<file path="src/rtl/pod_pkg.sv">
// Constants, field positions and encodings for the pin override, debounce
// and over-current sequencer block.
// Assumes a 200 MHz bus clock and word-aligned AHB-Lite register access.
`default_nettype none
package pod_pkg;

  // Clock and documented time bases, with their derived cycle counts.
  localparam int unsigned CLK_PERIOD_NS = 5;
  localparam int unsigned FINE_STEP_NS = 1000;
  localparam int unsigned MEDIUM_STEP_NS = 1000000;
  localparam int unsigned COARSE_STEP_NS = 10000000;
  localparam int unsigned SAMPLE_PERIOD_NS = 100000;
  localparam int unsigned FINE_STEP_CYC = FINE_STEP_NS / CLK_PERIOD_NS;
  localparam int unsigned MEDIUM_STEP_CYC = MEDIUM_STEP_NS / CLK_PERIOD_NS;
  localparam int unsigned COARSE_STEP_CYC = COARSE_STEP_NS / CLK_PERIOD_NS;
  localparam int unsigned SAMPLE_PERIOD_CYC = SAMPLE_PERIOD_NS / CLK_PERIOD_NS;

  // Register indices; the byte address is four times the index.
  localparam logic [9:0] IDX_WATCH = 10'h054;
  localparam logic [9:0] IDX_OVR_EN = 10'h055;
  localparam logic [9:0] IDX_OVR_STS = 10'h056;
  localparam logic [9:0] IDX_BULK = 10'h059;
  localparam logic [9:0] IDX_COMMIT = 10'h05a;
  localparam logic [9:0] IDX_BULK_UPD = 10'h05b;
  localparam logic [9:0] IDX_MASK0 = 10'h060;
  localparam logic [9:0] IDX_MASK1 = 10'h062;
  localparam logic [9:0] IDX_MASK2 = 10'h064;
  localparam logic [9:0] IDX_MASK3 = 10'h066;
  localparam logic [9:0] IDX_OVR_OUT = 10'h068;
  localparam logic [9:0] IDX_OVR_DIR = 10'h06a;
  localparam logic [9:0] IDX_CNT_COARSE = 10'h06c;
  localparam logic [9:0] IDX_CNT_MEDIUM = 10'h06d;
  localparam logic [9:0] IDX_CNT_FINE = 10'h06e;
  localparam logic [9:0] IDX_DB_STATE = 10'h06f;
  localparam logic [9:0] IDX_DB_SEL = 10'h070;
  localparam logic [9:0] IDX_CMP_CTL = 10'h080;
  localparam logic [9:0] IDX_CMP_MATCH = 10'h081;
  localparam logic [9:0] IDX_CMP_CHG = 10'h082;
  localparam logic [9:0] IDX_PIN_LEVEL = 10'h090;
  localparam logic [9:0] IDX_PIN_DIR = 10'h091;
  localparam logic [9:0] IDX_OVR_SRC = 10'h092;

  // Reset values.
  localparam logic [7:0] DB_COUNT_RST = 8'h0a;
  localparam logic [15:0] PIN16_RST = 16'h0000;
  localparam logic [31:0] DB_SEL_RST = 32'h0000_0000;

  // Field positions.
  localparam int unsigned CMP_RUN_BIT = 7;
  localparam int unsigned SRC_FIELD_STRIDE = 8;
  localparam logic [4:0] SRC_SENSE_ONE = 5'h10;
  localparam logic [4:0] SRC_SENSE_TWO = 5'h11;

  typedef enum logic [1:0] {
    DB_OFF = 2'b00,
    DB_FINE = 2'b01,
    DB_MEDIUM = 2'b10,
    DB_COARSE = 2'b11
  } pod_db_sel_t;

  typedef enum logic [1:0] {
    CMP_OFF = 2'b00,
    CMP_ONE = 2'b01,
    CMP_TWO = 2'b10,
    CMP_BOTH = 2'b11
  } pod_cmp_mode_t;

endpackage
`default_nettype wire

</file>
<file path="src/rtl/pod_top.sv">
// Pin override, per-pin debounce and over-current sample sequencer with an
// AHB-Lite register slave. Assumes pins and sense inputs are asynchronous
// and that the single slave's hreadyout is the bus hready.
//
// Overview of operation
// - bulk output write copies into pin levels
// - bulk update waits for upper-byte commit write
// - each override owns a sixteen-pin mask
// - several overrides may mask the same pin
// - triggered override drives shared override level
// - triggered override sets shared override direction
// - coarse base counts 10 ms steps, reset 0Ah
// - medium base counts 1 ms steps, reset 0Ah
// - fine base counts 1 us steps, reset 0Ah
// - transitions inside debounce period restart it
// - debounce length is count or count-1
// - pending bit shows any debounce in progress
// - two-bit select per pin picks base
// - comparator mode field selects sense inputs
// - single-input modes sample every 100 us
// - dual mode alternates, each input 200 us
// - control bit 7 shows sequencer running
// - match bits flag over-current per input
// - match cleared while its input not sampled
// - override triggers on watch level, clears on disable
// - watch level one means above threshold
// - match change sets flag, write one clears
`timescale 1ns/1ps
`default_nettype none
module pod_top #(
  parameter int unsigned MEDIUM_CYC = pod_pkg::MEDIUM_STEP_CYC,
  parameter int unsigned COARSE_CYC = pod_pkg::COARSE_STEP_CYC,
  parameter int unsigned SAMPLE_CYC = pod_pkg::SAMPLE_PERIOD_CYC
) (
  input wire logic hclk,
  input wire logic hresetn,
  input wire logic hsel,
  input wire logic [31:0] haddr,
  input wire logic [1:0] htrans,
  input wire logic hwrite,
  input wire logic [2:0] hsize,
  input wire logic [31:0] hwdata,
  input wire logic hready,
  output logic hreadyout,
  output logic hresp,
  output logic [31:0] hrdata,
  input wire logic [15:0] io_pin_in,
  output logic [15:0] io_pin_out,
  output logic [15:0] io_pin_oe_n,
  input wire logic sense_input_one,
  input wire logic sense_input_two
);
  import pod_pkg::*;

  ////////////////////////////////////////////////////////////////////////////
  // Bus slave. Every transfer completes with zero wait states.

  logic wr_q, rd_q;
  logic [9:0] idx_q;
  logic [31:0] rdata_q, rd_val;
  logic take;
  logic [9:0] addr_idx;

  assign take = hsel && hready && htrans[1];
  assign addr_idx = haddr[11:2];
  assign hreadyout = 1'b1;
  assign hresp = 1'b0;
  assign hrdata = rdata_q;

  always_ff @(posedge hclk or negedge hresetn) begin
    if (!hresetn) begin
      wr_q <= 1'b0;
      rd_q <= 1'b0;
      idx_q <= 10'h000;
    end else begin
      wr_q <= take && hwrite;
      rd_q <= take && !hwrite;
      idx_q <= addr_idx;
    end
  end

  // Read data is latched at the address phase so it stands in the data phase.
  always_ff @(posedge hclk or negedge hresetn) begin
    if (!hresetn) begin
      rdata_q <= 32'h0000_0000;
    end else if (take && !hwrite) begin
      rdata_q <= rd_val;
    end
  end

  ////////////////////////////////////////////////////////////////////////////
  // Software registers.

  logic [15:0] stage_q, bulk_q, bulk_upd_q, pin_level_q, pin_dir_q;
  logic [15:0] ovr_out_q, ovr_dir_q;
  logic [15:0] mask_q [4];
  logic [3:0] ovr_en_q, watch_q, act_q;
  logic [4:0] src_q [4];
  logic [7:0] cnt_coarse_q, cnt_medium_q, cnt_fine_q;
  logic [31:0] db_sel_q;
  logic [1:0] cmp_mode_q, match_q, match_d, chg_q;
  logic [15:0] commit_val;

  assign commit_val = {hwdata[7:0], stage_q[7:0]};

  always_ff @(posedge hclk or negedge hresetn) begin
    if (!hresetn) begin
      stage_q <= PIN16_RST;
      bulk_q <= PIN16_RST;
      bulk_upd_q <= PIN16_RST;
      pin_level_q <= PIN16_RST;
      pin_dir_q <= PIN16_RST;
    end else if (wr_q) begin
      if (idx_q == IDX_BULK) begin
        stage_q <= hwdata[15:0];
      end
      if (idx_q == IDX_COMMIT) begin
        bulk_q <= commit_val;
        pin_level_q <= commit_val;
      end
      if (idx_q == IDX_BULK_UPD) begin
        bulk_upd_q <= hwdata[15:0];
      end
      if (idx_q == IDX_PIN_LEVEL) begin
        pin_level_q <= hwdata[15:0];
      end
      if (idx_q == IDX_PIN_DIR) begin
        pin_dir_q <= hwdata[15:0];
      end
    end
  end

  always_ff @(posedge hclk or negedge hresetn) begin
    if (!hresetn) begin
      for (int k = 0; k < 4; k++) begin
        mask_q[k] <= PIN16_RST;
        src_q[k] <= 5'h00;
      end
      ovr_out_q <= PIN16_RST;
      ovr_dir_q <= PIN16_RST;
      ovr_en_q <= 4'h0;
      watch_q <= 4'h0;
    end else if (wr_q) begin
      // Masks are independent, so one pin may sit in several.
      if (idx_q == IDX_MASK0) mask_q[0] <= hwdata[15:0];
      if (idx_q == IDX_MASK1) mask_q[1] <= hwdata[15:0];
      if (idx_q == IDX_MASK2) mask_q[2] <= hwdata[15:0];
      if (idx_q == IDX_MASK3) mask_q[3] <= hwdata[15:0];
      if (idx_q == IDX_OVR_OUT) ovr_out_q <= hwdata[15:0];
      if (idx_q == IDX_OVR_DIR) ovr_dir_q <= hwdata[15:0];
      if (idx_q == IDX_OVR_EN) ovr_en_q <= hwdata[3:0];
      if (idx_q == IDX_WATCH) watch_q <= hwdata[3:0];
      if (idx_q == IDX_OVR_SRC) begin
        for (int k = 0; k < 4; k++) begin
          src_q[k] <= hwdata[k*SRC_FIELD_STRIDE +: 5];
        end
      end
    end
  end

  always_ff @(posedge hclk or negedge hresetn) begin
    if (!hresetn) begin
      cnt_coarse_q <= DB_COUNT_RST;
      cnt_medium_q <= DB_COUNT_RST;
      cnt_fine_q <= DB_COUNT_RST;
      db_sel_q <= DB_SEL_RST;
      cmp_mode_q <= CMP_OFF;
    end else if (wr_q) begin
      if (idx_q == IDX_CNT_COARSE) cnt_coarse_q <= hwdata[7:0];
      if (idx_q == IDX_CNT_MEDIUM) cnt_medium_q <= hwdata[7:0];
      if (idx_q == IDX_CNT_FINE) cnt_fine_q <= hwdata[7:0];
      if (idx_q == IDX_DB_SEL) db_sel_q <= hwdata;
      if (idx_q == IDX_CMP_CTL) cmp_mode_q <= hwdata[1:0];
    end
  end

  ////////////////////////////////////////////////////////////////////////////
  // Input synchronisers: a change counts once stages two and three agree.

  logic [17:0] raw_in, s1_q, s2_q, s3_q, st_q;

  assign raw_in = {sense_input_two, sense_input_one, io_pin_in};

  always_ff @(posedge hclk or negedge hresetn) begin
    if (!hresetn) begin
      s1_q <= 18'h00000;
      s2_q <= 18'h00000;
      s3_q <= 18'h00000;
      st_q <= 18'h00000;
    end else begin
      s1_q <= raw_in;
      s2_q <= s1_q;
      s3_q <= s2_q;
      st_q <= (s2_q & s3_q) | (st_q & (s2_q ^ s3_q));
    end
  end

  ////////////////////////////////////////////////////////////////////////////
  // Time bases. Ticks are free running, so the first step of a debounce is
  // partial and the effective length is count or count-1.

  logic [31:0] fine_div_q, medium_div_q, coarse_div_q, smp_div_q;
  logic tick_fine, tick_medium, tick_coarse, smp_tick;

  assign tick_fine = fine_div_q == 32'(FINE_STEP_CYC - 1);
  assign tick_medium = medium_div_q == 32'(MEDIUM_CYC - 1);
  assign tick_coarse = coarse_div_q == 32'(COARSE_CYC - 1);
  assign smp_tick = smp_div_q == 32'(SAMPLE_CYC - 1);

  always_ff @(posedge hclk or negedge hresetn) begin
    if (!hresetn) begin
      fine_div_q <= 32'h0000_0000;
      medium_div_q <= 32'h0000_0000;
      coarse_div_q <= 32'h0000_0000;
      smp_div_q <= 32'h0000_0000;
    end else begin
      fine_div_q <= tick_fine ? 32'h0000_0000 : fine_div_q + 32'h1;
      medium_div_q <= tick_medium ? 32'h0000_0000 : medium_div_q + 32'h1;
      coarse_div_q <= tick_coarse ? 32'h0000_0000 : coarse_div_q + 32'h1;
      smp_div_q <= smp_tick ? 32'h0000_0000 : smp_div_q + 32'h1;
    end
  end

  ////////////////////////////////////////////////////////////////////////////
  // Per-pin debouncers.

  logic [15:0] filt_w, busy_w;

  for (genvar i = 0; i < 16; i++) begin : g_db
    pod_db_sel_t sel;
    logic [7:0] load, cnt_q;
    logic tick, prev_q, filt_q, busy_q;

    assign sel = pod_db_sel_t'(db_sel_q[2*i +: 2]);
    always_comb begin
      load = cnt_fine_q;
      tick = tick_fine;
      unique case (sel)
        DB_OFF, DB_FINE: begin
          load = cnt_fine_q;
          tick = tick_fine;
        end
        DB_MEDIUM: begin
          load = cnt_medium_q;
          tick = tick_medium;
        end
        DB_COARSE: begin
          load = cnt_coarse_q;
          tick = tick_coarse;
        end
      endcase
    end

    always_ff @(posedge hclk or negedge hresetn) begin
      if (!hresetn) begin
        prev_q <= 1'b0;
        filt_q <= 1'b0;
        busy_q <= 1'b0;
        cnt_q <= 8'h00;
      end else begin
        prev_q <= st_q[i];
        if (sel == DB_OFF) begin
          filt_q <= st_q[i];
          busy_q <= 1'b0;
          cnt_q <= 8'h00;
        end else if (st_q[i] != prev_q) begin
          cnt_q <= load;
          busy_q <= 1'b1;
        end else if (busy_q && tick) begin
          if (cnt_q <= 8'h01) begin
            busy_q <= 1'b0;
            filt_q <= st_q[i];
          end else begin
            cnt_q <= cnt_q - 8'h01;
          end
        end
      end
    end

    assign filt_w[i] = filt_q;
    assign busy_w[i] = busy_q;
  end

  ////////////////////////////////////////////////////////////////////////////
  // Override functions and pin drive.

  logic [3:0] src_lvl;
  logic [15:0] hit_w;
  logic [15:0] drive_lvl, drive_dir;

  always_comb begin
    for (int k = 0; k < 4; k++) begin
      if (src_q[k] == SRC_SENSE_ONE) begin
        src_lvl[k] = st_q[16];
      end else if (src_q[k] == SRC_SENSE_TWO) begin
        src_lvl[k] = st_q[17];
      end else begin
        src_lvl[k] = filt_w[src_q[k][3:0]];
      end
    end
  end

  // Disable wins over a match: the flag only clears through the enable.
  always_ff @(posedge hclk or negedge hresetn) begin
    if (!hresetn) begin
      act_q <= 4'h0;
    end else begin
      act_q <= ovr_en_q & (act_q | ~(src_lvl ^ watch_q));
    end
  end

  always_comb begin
    for (int p = 0; p < 16; p++) begin
      hit_w[p] = |(act_q & {mask_q[3][p], mask_q[2][p],
                            mask_q[1][p], mask_q[0][p]});
    end
    drive_lvl = (hit_w & ovr_out_q) | (~hit_w & pin_level_q);
    drive_dir = (hit_w & ovr_dir_q) | (~hit_w & pin_dir_q);
  end

  always_ff @(posedge hclk or negedge hresetn) begin
    if (!hresetn) begin
      io_pin_out <= 16'h0000;
      io_pin_oe_n <= 16'hffff;
    end else begin
      io_pin_out <= drive_lvl;
      io_pin_oe_n <= ~drive_dir;
    end
  end

  ////////////////////////////////////////////////////////////////////////////
  // Over-current sample sequencer.

  logic phase_q;

  always_comb begin
    match_d = match_q;
    unique case (pod_cmp_mode_t'(cmp_mode_q))
      CMP_OFF: match_d = 2'b00;
      CMP_ONE: begin
        match_d[1] = 1'b0;
        if (smp_tick) match_d[0] = st_q[16];
      end
      CMP_TWO: begin
        match_d[0] = 1'b0;
        if (smp_tick) match_d[1] = st_q[17];
      end
      CMP_BOTH: begin
        if (smp_tick && !phase_q) match_d[0] = st_q[16];
        if (smp_tick && phase_q) match_d[1] = st_q[17];
      end
    endcase
  end

  always_ff @(posedge hclk or negedge hresetn) begin
    if (!hresetn) begin
      phase_q <= 1'b0;
      match_q <= 2'b00;
    end else begin
      match_q <= match_d;
      if (cmp_mode_q != CMP_BOTH) begin
        phase_q <= 1'b0;
      end else if (smp_tick) begin
        phase_q <= !phase_q;
      end
    end
  end

  logic [1:0] chg_clr;

  assign chg_clr = (wr_q && idx_q == IDX_CMP_CHG) ? hwdata[1:0] : 2'b00;

  // A change in the same cycle as a clearing write still sets the flag.
  always_ff @(posedge hclk or negedge hresetn) begin
    if (!hresetn) begin
      chg_q <= 2'b00;
    end else begin
      chg_q <= (chg_q & ~chg_clr) | (match_d ^ match_q);
    end
  end

  ////////////////////////////////////////////////////////////////////////////
  // Read multiplexer; unmapped indices read zero.

  always_comb begin
    rd_val = 32'h0000_0000;
    unique case (addr_idx)
      IDX_WATCH: rd_val = {28'h0, watch_q};
      IDX_OVR_EN: rd_val = {28'h0, ovr_en_q};
      IDX_OVR_STS: rd_val = {28'h0, act_q};
      IDX_BULK: rd_val = {16'h0, bulk_q};
      IDX_COMMIT: rd_val = {24'h0, bulk_q[15:8]};
      IDX_BULK_UPD: rd_val = {16'h0, bulk_upd_q};
      IDX_MASK0: rd_val = {16'h0, mask_q[0]};
      IDX_MASK1: rd_val = {16'h0, mask_q[1]};
      IDX_MASK2: rd_val = {16'h0, mask_q[2]};
      IDX_MASK3: rd_val = {16'h0, mask_q[3]};
      IDX_OVR_OUT: rd_val = {16'h0, ovr_out_q};
      IDX_OVR_DIR: rd_val = {16'h0, ovr_dir_q};
      IDX_CNT_COARSE: rd_val = {24'h0, cnt_coarse_q};
      IDX_CNT_MEDIUM: rd_val = {24'h0, cnt_medium_q};
      IDX_CNT_FINE: rd_val = {24'h0, cnt_fine_q};
      IDX_DB_STATE: rd_val = {31'h0, |busy_w};
      IDX_DB_SEL: rd_val = db_sel_q;
      IDX_CMP_CTL: rd_val = {24'h0, cmp_mode_q != CMP_OFF, 5'h00,
                             cmp_mode_q};
      IDX_CMP_MATCH: rd_val = {30'h0, match_q};
      IDX_CMP_CHG: rd_val = {30'h0, chg_q};
      IDX_PIN_LEVEL: rd_val = {16'h0, pin_level_q};
      IDX_PIN_DIR: rd_val = {16'h0, pin_dir_q};
      IDX_OVR_SRC: rd_val = {3'h0, src_q[3], 3'h0, src_q[2],
                             3'h0, src_q[1], 3'h0, src_q[0]};
      default: rd_val = 32'h0000_0000;
    endcase
  end

  ////////////////////////////////////////////////////////////////////////////
  // Checks.

  commit_copy_a: assert property (@(posedge hclk)
    disable iff (!hresetn)
    (wr_q && idx_q == IDX_COMMIT) |=> pin_level_q == $past(commit_val))
    else $error("bulk commit did not reach pin levels");

  bulk_hold_a: assert property (@(posedge hclk)
    disable iff (!hresetn)
    (wr_q && idx_q == IDX_BULK) |=> $stable(pin_level_q))
    else $error("bulk write changed pins before commit");

  ovr_drive_a: assert property (@(posedge hclk)
    disable iff (!hresetn)
    hit_w != 16'h0000 |=>
      ((io_pin_out ^ $past(ovr_out_q)) & $past(hit_w)) == 16'h0000 &&
      ((io_pin_oe_n ^ ~$past(ovr_dir_q)) & $past(hit_w)) == 16'h0000)
    else $error("override level or direction not driven");

  own_drive_a: assert property (@(posedge hclk)
    disable iff (!hresetn)
    hit_w != 16'hffff |=>
      ((io_pin_out ^ $past(pin_level_q)) & ~$past(hit_w)) == 16'h0000 &&
      ((io_pin_oe_n ^ ~$past(pin_dir_q)) & ~$past(hit_w)) == 16'h0000)
    else $error("own pin level or direction not driven");

  ovr_flag_a: assert property (@(posedge hclk)
    disable iff (!hresetn)
    ovr_en_q == 4'h0 |=> act_q == 4'h0)
    else $error("override flag held while disabled");

  db_settle_a: assert property (@(posedge hclk)
    disable iff (!hresetn)
    ($changed(filt_w[0]) && $past(db_sel_q[1:0]) != DB_OFF)
      |-> $past(busy_w[0]) && !busy_w[0])
    else $error("filtered pin changed outside debounce end");

  match_clear_a: assert property (@(posedge hclk)
    disable iff (!hresetn)
    (cmp_mode_q == CMP_OFF || cmp_mode_q == CMP_TWO) |=> !match_q[0])
    else $error("match one set while not sampled");

  change_flag_a: assert property (@(posedge hclk)
    disable iff (!hresetn)
    $changed(match_q) |-> (chg_q & (match_q ^ $past(match_q))) != 2'b00)
    else $error("match change did not set flag");

  sample_tick_a: assert property (@(posedge hclk)
    disable iff (!hresetn)
    ($changed(match_q[0]) && $past(cmp_mode_q) == CMP_ONE) |-> $past(smp_tick))
    else $error("match sampled off the sample period");

  commit_c: cover property (@(posedge hclk) disable iff (!hresetn)
    wr_q && idx_q == IDX_COMMIT);
  trigger_c: cover property (@(posedge hclk) disable iff (!hresetn)
    hit_w != 16'h0000);
  settle_c: cover property (@(posedge hclk) disable iff (!hresetn)
    $fell(busy_w[0]));
  dual_c: cover property (@(posedge hclk) disable iff (!hresetn)
    cmp_mode_q == CMP_BOTH && match_q == 2'b11);

endmodule
`default_nettype wire

</file>
<file path="config.mk">
export PLATFORM = sky130hd
export DESIGN_NAME = pod_top
export DESIGN_NICKNAME = d
export VERILOG_FILES = /design/src/rtl/pod_pkg.sv /design/src/rtl/pod_top.sv
export SDC_FILE = /design/constraint.sdc
export NUM_CORES = 2
export LEC_CHECK = 0
export BUFFER_PORTS_ARGS = -buffer_cell sky130_fd_sc_hd__buf_2
export CORE_ASPECT_RATIO = 0.75
export CORE_MARGIN = 5
export CORE_UTILIZATION = 55
export DETAILED_ROUTE_END_ITERATION = 8
export PLACE_DENSITY = 0.75
export SLEW_MARGIN = 20
export SYNTH_ARGS = -nofsm -noshare
export SYNTH_HDL_FRONTEND = slang
export SYNTH_SLANG_ARGS = --single-unit
</file>
<file path="constraint.sdc">
create_clock -name hclk -period 8.8 [get_ports hclk]
set_clock_uncertainty 0.1 [all_clocks]
set_input_delay 1.76 -clock hclk [delete_from_list [all_inputs] [get_ports hclk]]
set_output_delay 1.76 -clock hclk [all_outputs]
set_load 0.005 [all_outputs]
</file>
Yosys cells after proc, flatten, opt, wreduce, memory -nomap -nowiden
Index checks and enable logic that the tools add are counted.
W data, S select, Z words.

cells by class
  add/sub/neg operators = 20
  magnitude comparators = 20
  equality and inequality tests = 155
  multiplexer cells = 255
  bitwise operators = 36
  reductions and logical operators = 209

operators by type and width
  kind                     count
  $pmux W32 S23            1
  $mux W8                  64
  $pmux W8 S3              16
  $eq A10 B7 Y1 const B    32
  $mux W1                  146
  $add A32 B1 Y32 const B  4
  $le A8 B1 Y1 const B     16
  $mux W32                 4
  $sub A8 B1 Y8 const B    16
  $eq A10 B8 Y1 const B    11
  $reduce_and A2 Y1        51
  $reduce_bool A3 Y1       32
  $reduce_bool A2 Y1       35
  $and A4 B4 Y4            17
  $eq A2 B2 Y1 const B     34
  $and A16 B16 Y16         4
  $reduce_or A4 Y1         16
  $ne A3 B3 Y1 const B     16
  $pmux W1 S3              16
  $reduce_and A3 Y1        16
  $eq A5 B5 Y1 const B     8
  $and A18 B18 Y18         2
  $eq A2 B1 Y1 const B     17
  $logic_not A2 Y1         17
  26 further kinds         104

storage, ports and cells
  bits in registers = 714
  output and inout port bits = 66
  word-level logic and storage cells = 798

Longest topological paths before layout
  word-level depth = 8
  mapped depth = 11

Worst setup path after synthesis
Ideal clock, no wire load.

  path type = input to register
  start point = input port haddr[3]
  end point = register rdata_q[2], in the netlist hrdata[2]
  setup time = 65 ps
  data arrival time = 3771 ps
  required time = 8635 ps
  setup slack = 4864 ps
  stages = 9
  path buffers = 2
  path through = clkbuf_1 or4_1 nor3_1 clkbuf_1 a22oi_1 and3_1 nand3_1 o21ai_0 nand2_1

between the ends
  cells in the longest elaborated chain, start to end = 2

ends and longest elaborated chain
  what                                            RTL line        source
  start, declared                                 pod_top.sv:38   input wire logic [31:0] haddr,
  $eq A10 B8 Y1 or $eq A10 B7 Y1 (tied branches)  pod_top.sv:387  unique case (addr_idx)
  $pmux W32 S23 *                                 pod_top.sv:387
  end signal, assigned                            pod_top.sv:87   rdata_q <= rd_val;
  end, declared                                   pod_top.sv:60   logic [31:0] rdata_q, rd_val;

Mark *: on every way between the ends. The rest lies on a longest branch, timed or not.
A chain may end at the register's enable or synchronous reset.

Worst setup path in the final report
  start point = input port haddr[3]
  end point = register rdata_q[4], in the netlist hrdata[4]

Same word-level chain as after synthesis.

==> summary.md <==
| Metric | Value |
|---|---|
| Status | `finished, final reports clean` |
| Share of the synthesized area in the top cell type | `46.3%` |
| Finished Layout Cells | `4,587` |
| Syn Inst Count | `3,637` |
| RSZ-0062 raised after global routing | `no` |
| Hold Crit Start | `s1_q[0]` |
| Period minus WS final | `4640 ps` |
| GRT overflow | `0` |
| Worst Hold Class | `register to register` |
| Fin crit share | `52.7%` |
| Syn avg cell area | `10.3 µm²` |
| Initial DRC count | `4,361` |
| H-tree levels | `3` |
| Vias | `30,700` |
| Clk_lat worst skew | `660 ps` |
| Number of flops mapped to enable cells by yosys | `0` |
| Gp weighted congestion | `0.932` |
| Area leader, netlist | `dfrtp_1` |
| HPWL Detailed | `70,700 µm` |
| R2r startpoint | `medium_div_q[29]` |
| R2r setup slk | `4910 ps` |
| Synth Warn # | `0` |
| Total Die Area | `0.0734 mm²` |
| Rows | `82` |
| CTS Hold Bufs | `0` |
| Hold Vio Cnt, Final | `0` |
| Worst endpoint required time | `9290 ps` |
| Cell variety after synth | `94` |
| Crit. End Element | `register` |
| Max Fclk | `0.215 GHz` |
| Synth top area cells | `dfrtp_1 46%, mux2_2 10%, nand2_1 3.1%, o21ai_0 2.9%, nor2_1 2.5%` |
| R2R depth | `8` |
| Post-Place Cells | `4,453` |
| Setup_tns | `0 ps` |
| Area Overhead vs Synth | `10.8%` |
| Hold EP | `s2_q[0]` |
| Slew @ Worst Pin | `1270 ps` |
| Commonest non-fill, non-tap cell in the layout | `dfrtp_1` |
| Headroom to the max-slew limit | `15.6%` |
| Register area share after synthesis | `47.8%` |
| Post-Layout Inst Area | `0.0414 mm²` |
| Crit path kind | `input port to register` |
| Die width | `311 µm` |
| Starting density of the core | `55.7%` |
| Drt first pass iters | `9` |
| Setup Buffers After CTS | `0` |
| Post-route ant nets | `0` |
| Clock Path Buffers | `3` |
| Critical Path AT | `5130 ps` |
| CTS-repair resized insts | `0` |
| Layout cells sized above 1 | `20.1%` |
| Post-Syn Area | `0.0374 mm²` |
| Vias in the first global route | `28,700` |
| Core area | `0.0671 mm²` |
| Synthesized flop and latch total | `714` |
| FILL cells | `5,399` |
| WL per Instance | `24.6 µm` |
| Final setup fails | `0` |
| Ys flop type | `dfrtp_1` |
| I/O pins | `158` |
| Vias per std cell | `6.69` |
| Input/output buffers | `129` |
| Worst r2r dst | `g_db[5].cnt_q[2]` |
| Post-Route WL | `113,000 µm` |
| P_leak | `18.7 nW` |
| Setup ws final | `4160 ps` |
| First-pass GRT wire length | `172,000 µm` |
| Hold Path Cell Cnt | `0` |
| Max-slew violations | `0` |
| # nets final | `3,792` |
| Worst-path clk slew | `70 ps` |
| Max Cap Viol | `0` |
| Commonest non-fill, non-tap cells in the layout | `690 x dfrtp_1, 334 x mux2_2, 305 x nand2_1` |
| # clock sinks | `714` |
| Die Height | `236 µm` |
| Crit path max fanout | `26` |
| Placed inst area | `0.0388 mm²` |
| CTS buffer count | `72` |
| Pwr Density | `189 mW/mm²` |
| Register area | `0.0179 mm²` |
| Syn nets | `3,783` |
| CTS tree | `done` |
| Largest net degree at the start of global routing | `177` |
| Clock tree root buffer cell | `clkbuf_16` |
| DRC | `0` |
| Peak supply drop | `187 µV` |
| Pre-CTS setup slack | `3660 ps` |
| Multi-input gate area | `0.0184 mm²` |
| Worst setup SP type | `input port` |
| Asr flop ratio synth | `100%` |
| Total Routing Usage GR | `29.8%` |
| Initial antenna violation count | `4` |
| Worst hold slack | `238 ps` |
[through the flow]
stage / util (%) / power (mW)
after floorplan: - / 4.20
after global placement: 57.8 / 4.48
after detailed placement: 57.8 / 4.50
after CTS: 61.7 / 7.84
after global routing: 61.8 / 8.11
final: 61.8 / 7.82
[report_power, final]
group          total, mW  switching, mW  internal [mW]
Clock               3.35           1.41           1.94
Combinational      0.868          0.526          0.341
Sequential          3.60          0.172           3.43
[worst max path at each step]
stage,start,endpoint,slack [ps],cells after the start
final,haddr[3],hrdata[4],4160,7
after global routing,haddr[6],hrdata[4],4170,8
after CTS,haddr[3],hrdata[4],4340,7
after detailed placement,haddr[3],hrdata[11],3660,7
after global placement,haddr[3],hrdata[13],3750,7
after floorplan,haddr[3],hrdata[2],4860,9
[worst max-delay path: stages]
cell	delay (ps)
buf_2	180
or4b_2	820
nor3_4	960
a2111o_1	230
o41a_2	780
o21ai_0	270
nand2_1	120
[flip-flops by register name, summed over array words and instances, names as in the netlist, 18 cells and up]
name / flops
s3_q: 18
smp_div_q: 32
st_q: 18
fine_div_q: 32
s2_q: 18
db_sel_q: 32
s1_q: 18
src_q: 20
hrdata: 32
coarse_div_q: 32
mask_q: 64
g_db.cnt_q: 128
medium_div_q: 32
[layer usage]
layer	vias to the layer above	global-route usage, %	routed length [µm]
met1	15000	43.5	47200
met3	368	9.44	14400
li1	13500	-	-
met5	-	0	13
met4	2	11.5	5000
met2	1801	41.5	46200
[synthesized netlist by cell type, types with 33 or more instances]
master,count
nand3_1,129
nor2_1,249
a22oi_1,101
xor2_1,61
nand2_1,305
nand2b_1,55
a32o_1,40
xnor2_1,87
o21a_1,33
mux2i_1,39
dfrtp_1,692
ha_1,54
clkbuf_1,204
o21ai_0,219
nor3_1,64
o22ai_1,83
nand4_1,43
a21oi_1,118
inv_1,86
a22o_1,59
nor4_1,47
mux2_2,334
[cell type report]
type | count | share of cell area [%]
multi-input combinational | 2580 | 44.3
timing repair buffer | 190 | 2.83
sequential | 714 | 43.2
clock buffer | 103 | 5.11
antenna | 1 | 0.00604
inverter | 88 | 0.797
clock inverter | 29 | 1.13
tap | 882 | 2.66
[kinds of logic after synthesis]
kind of cell               after synthesis  share of synthesized area [%]
and+or+nand+nor                       1056                           13.8
muxes                                  390                           12.1
DFF                                    714                           47.8
other                                    2                         0.0201
buffers and inverters                  343                           3.61
adders and majority gates               54                           1.81
xor gates and xnor gates               148                           3.47
AOI/OAI and AO/OA                      930                           17.3
(Power assumes the default switching activity.)
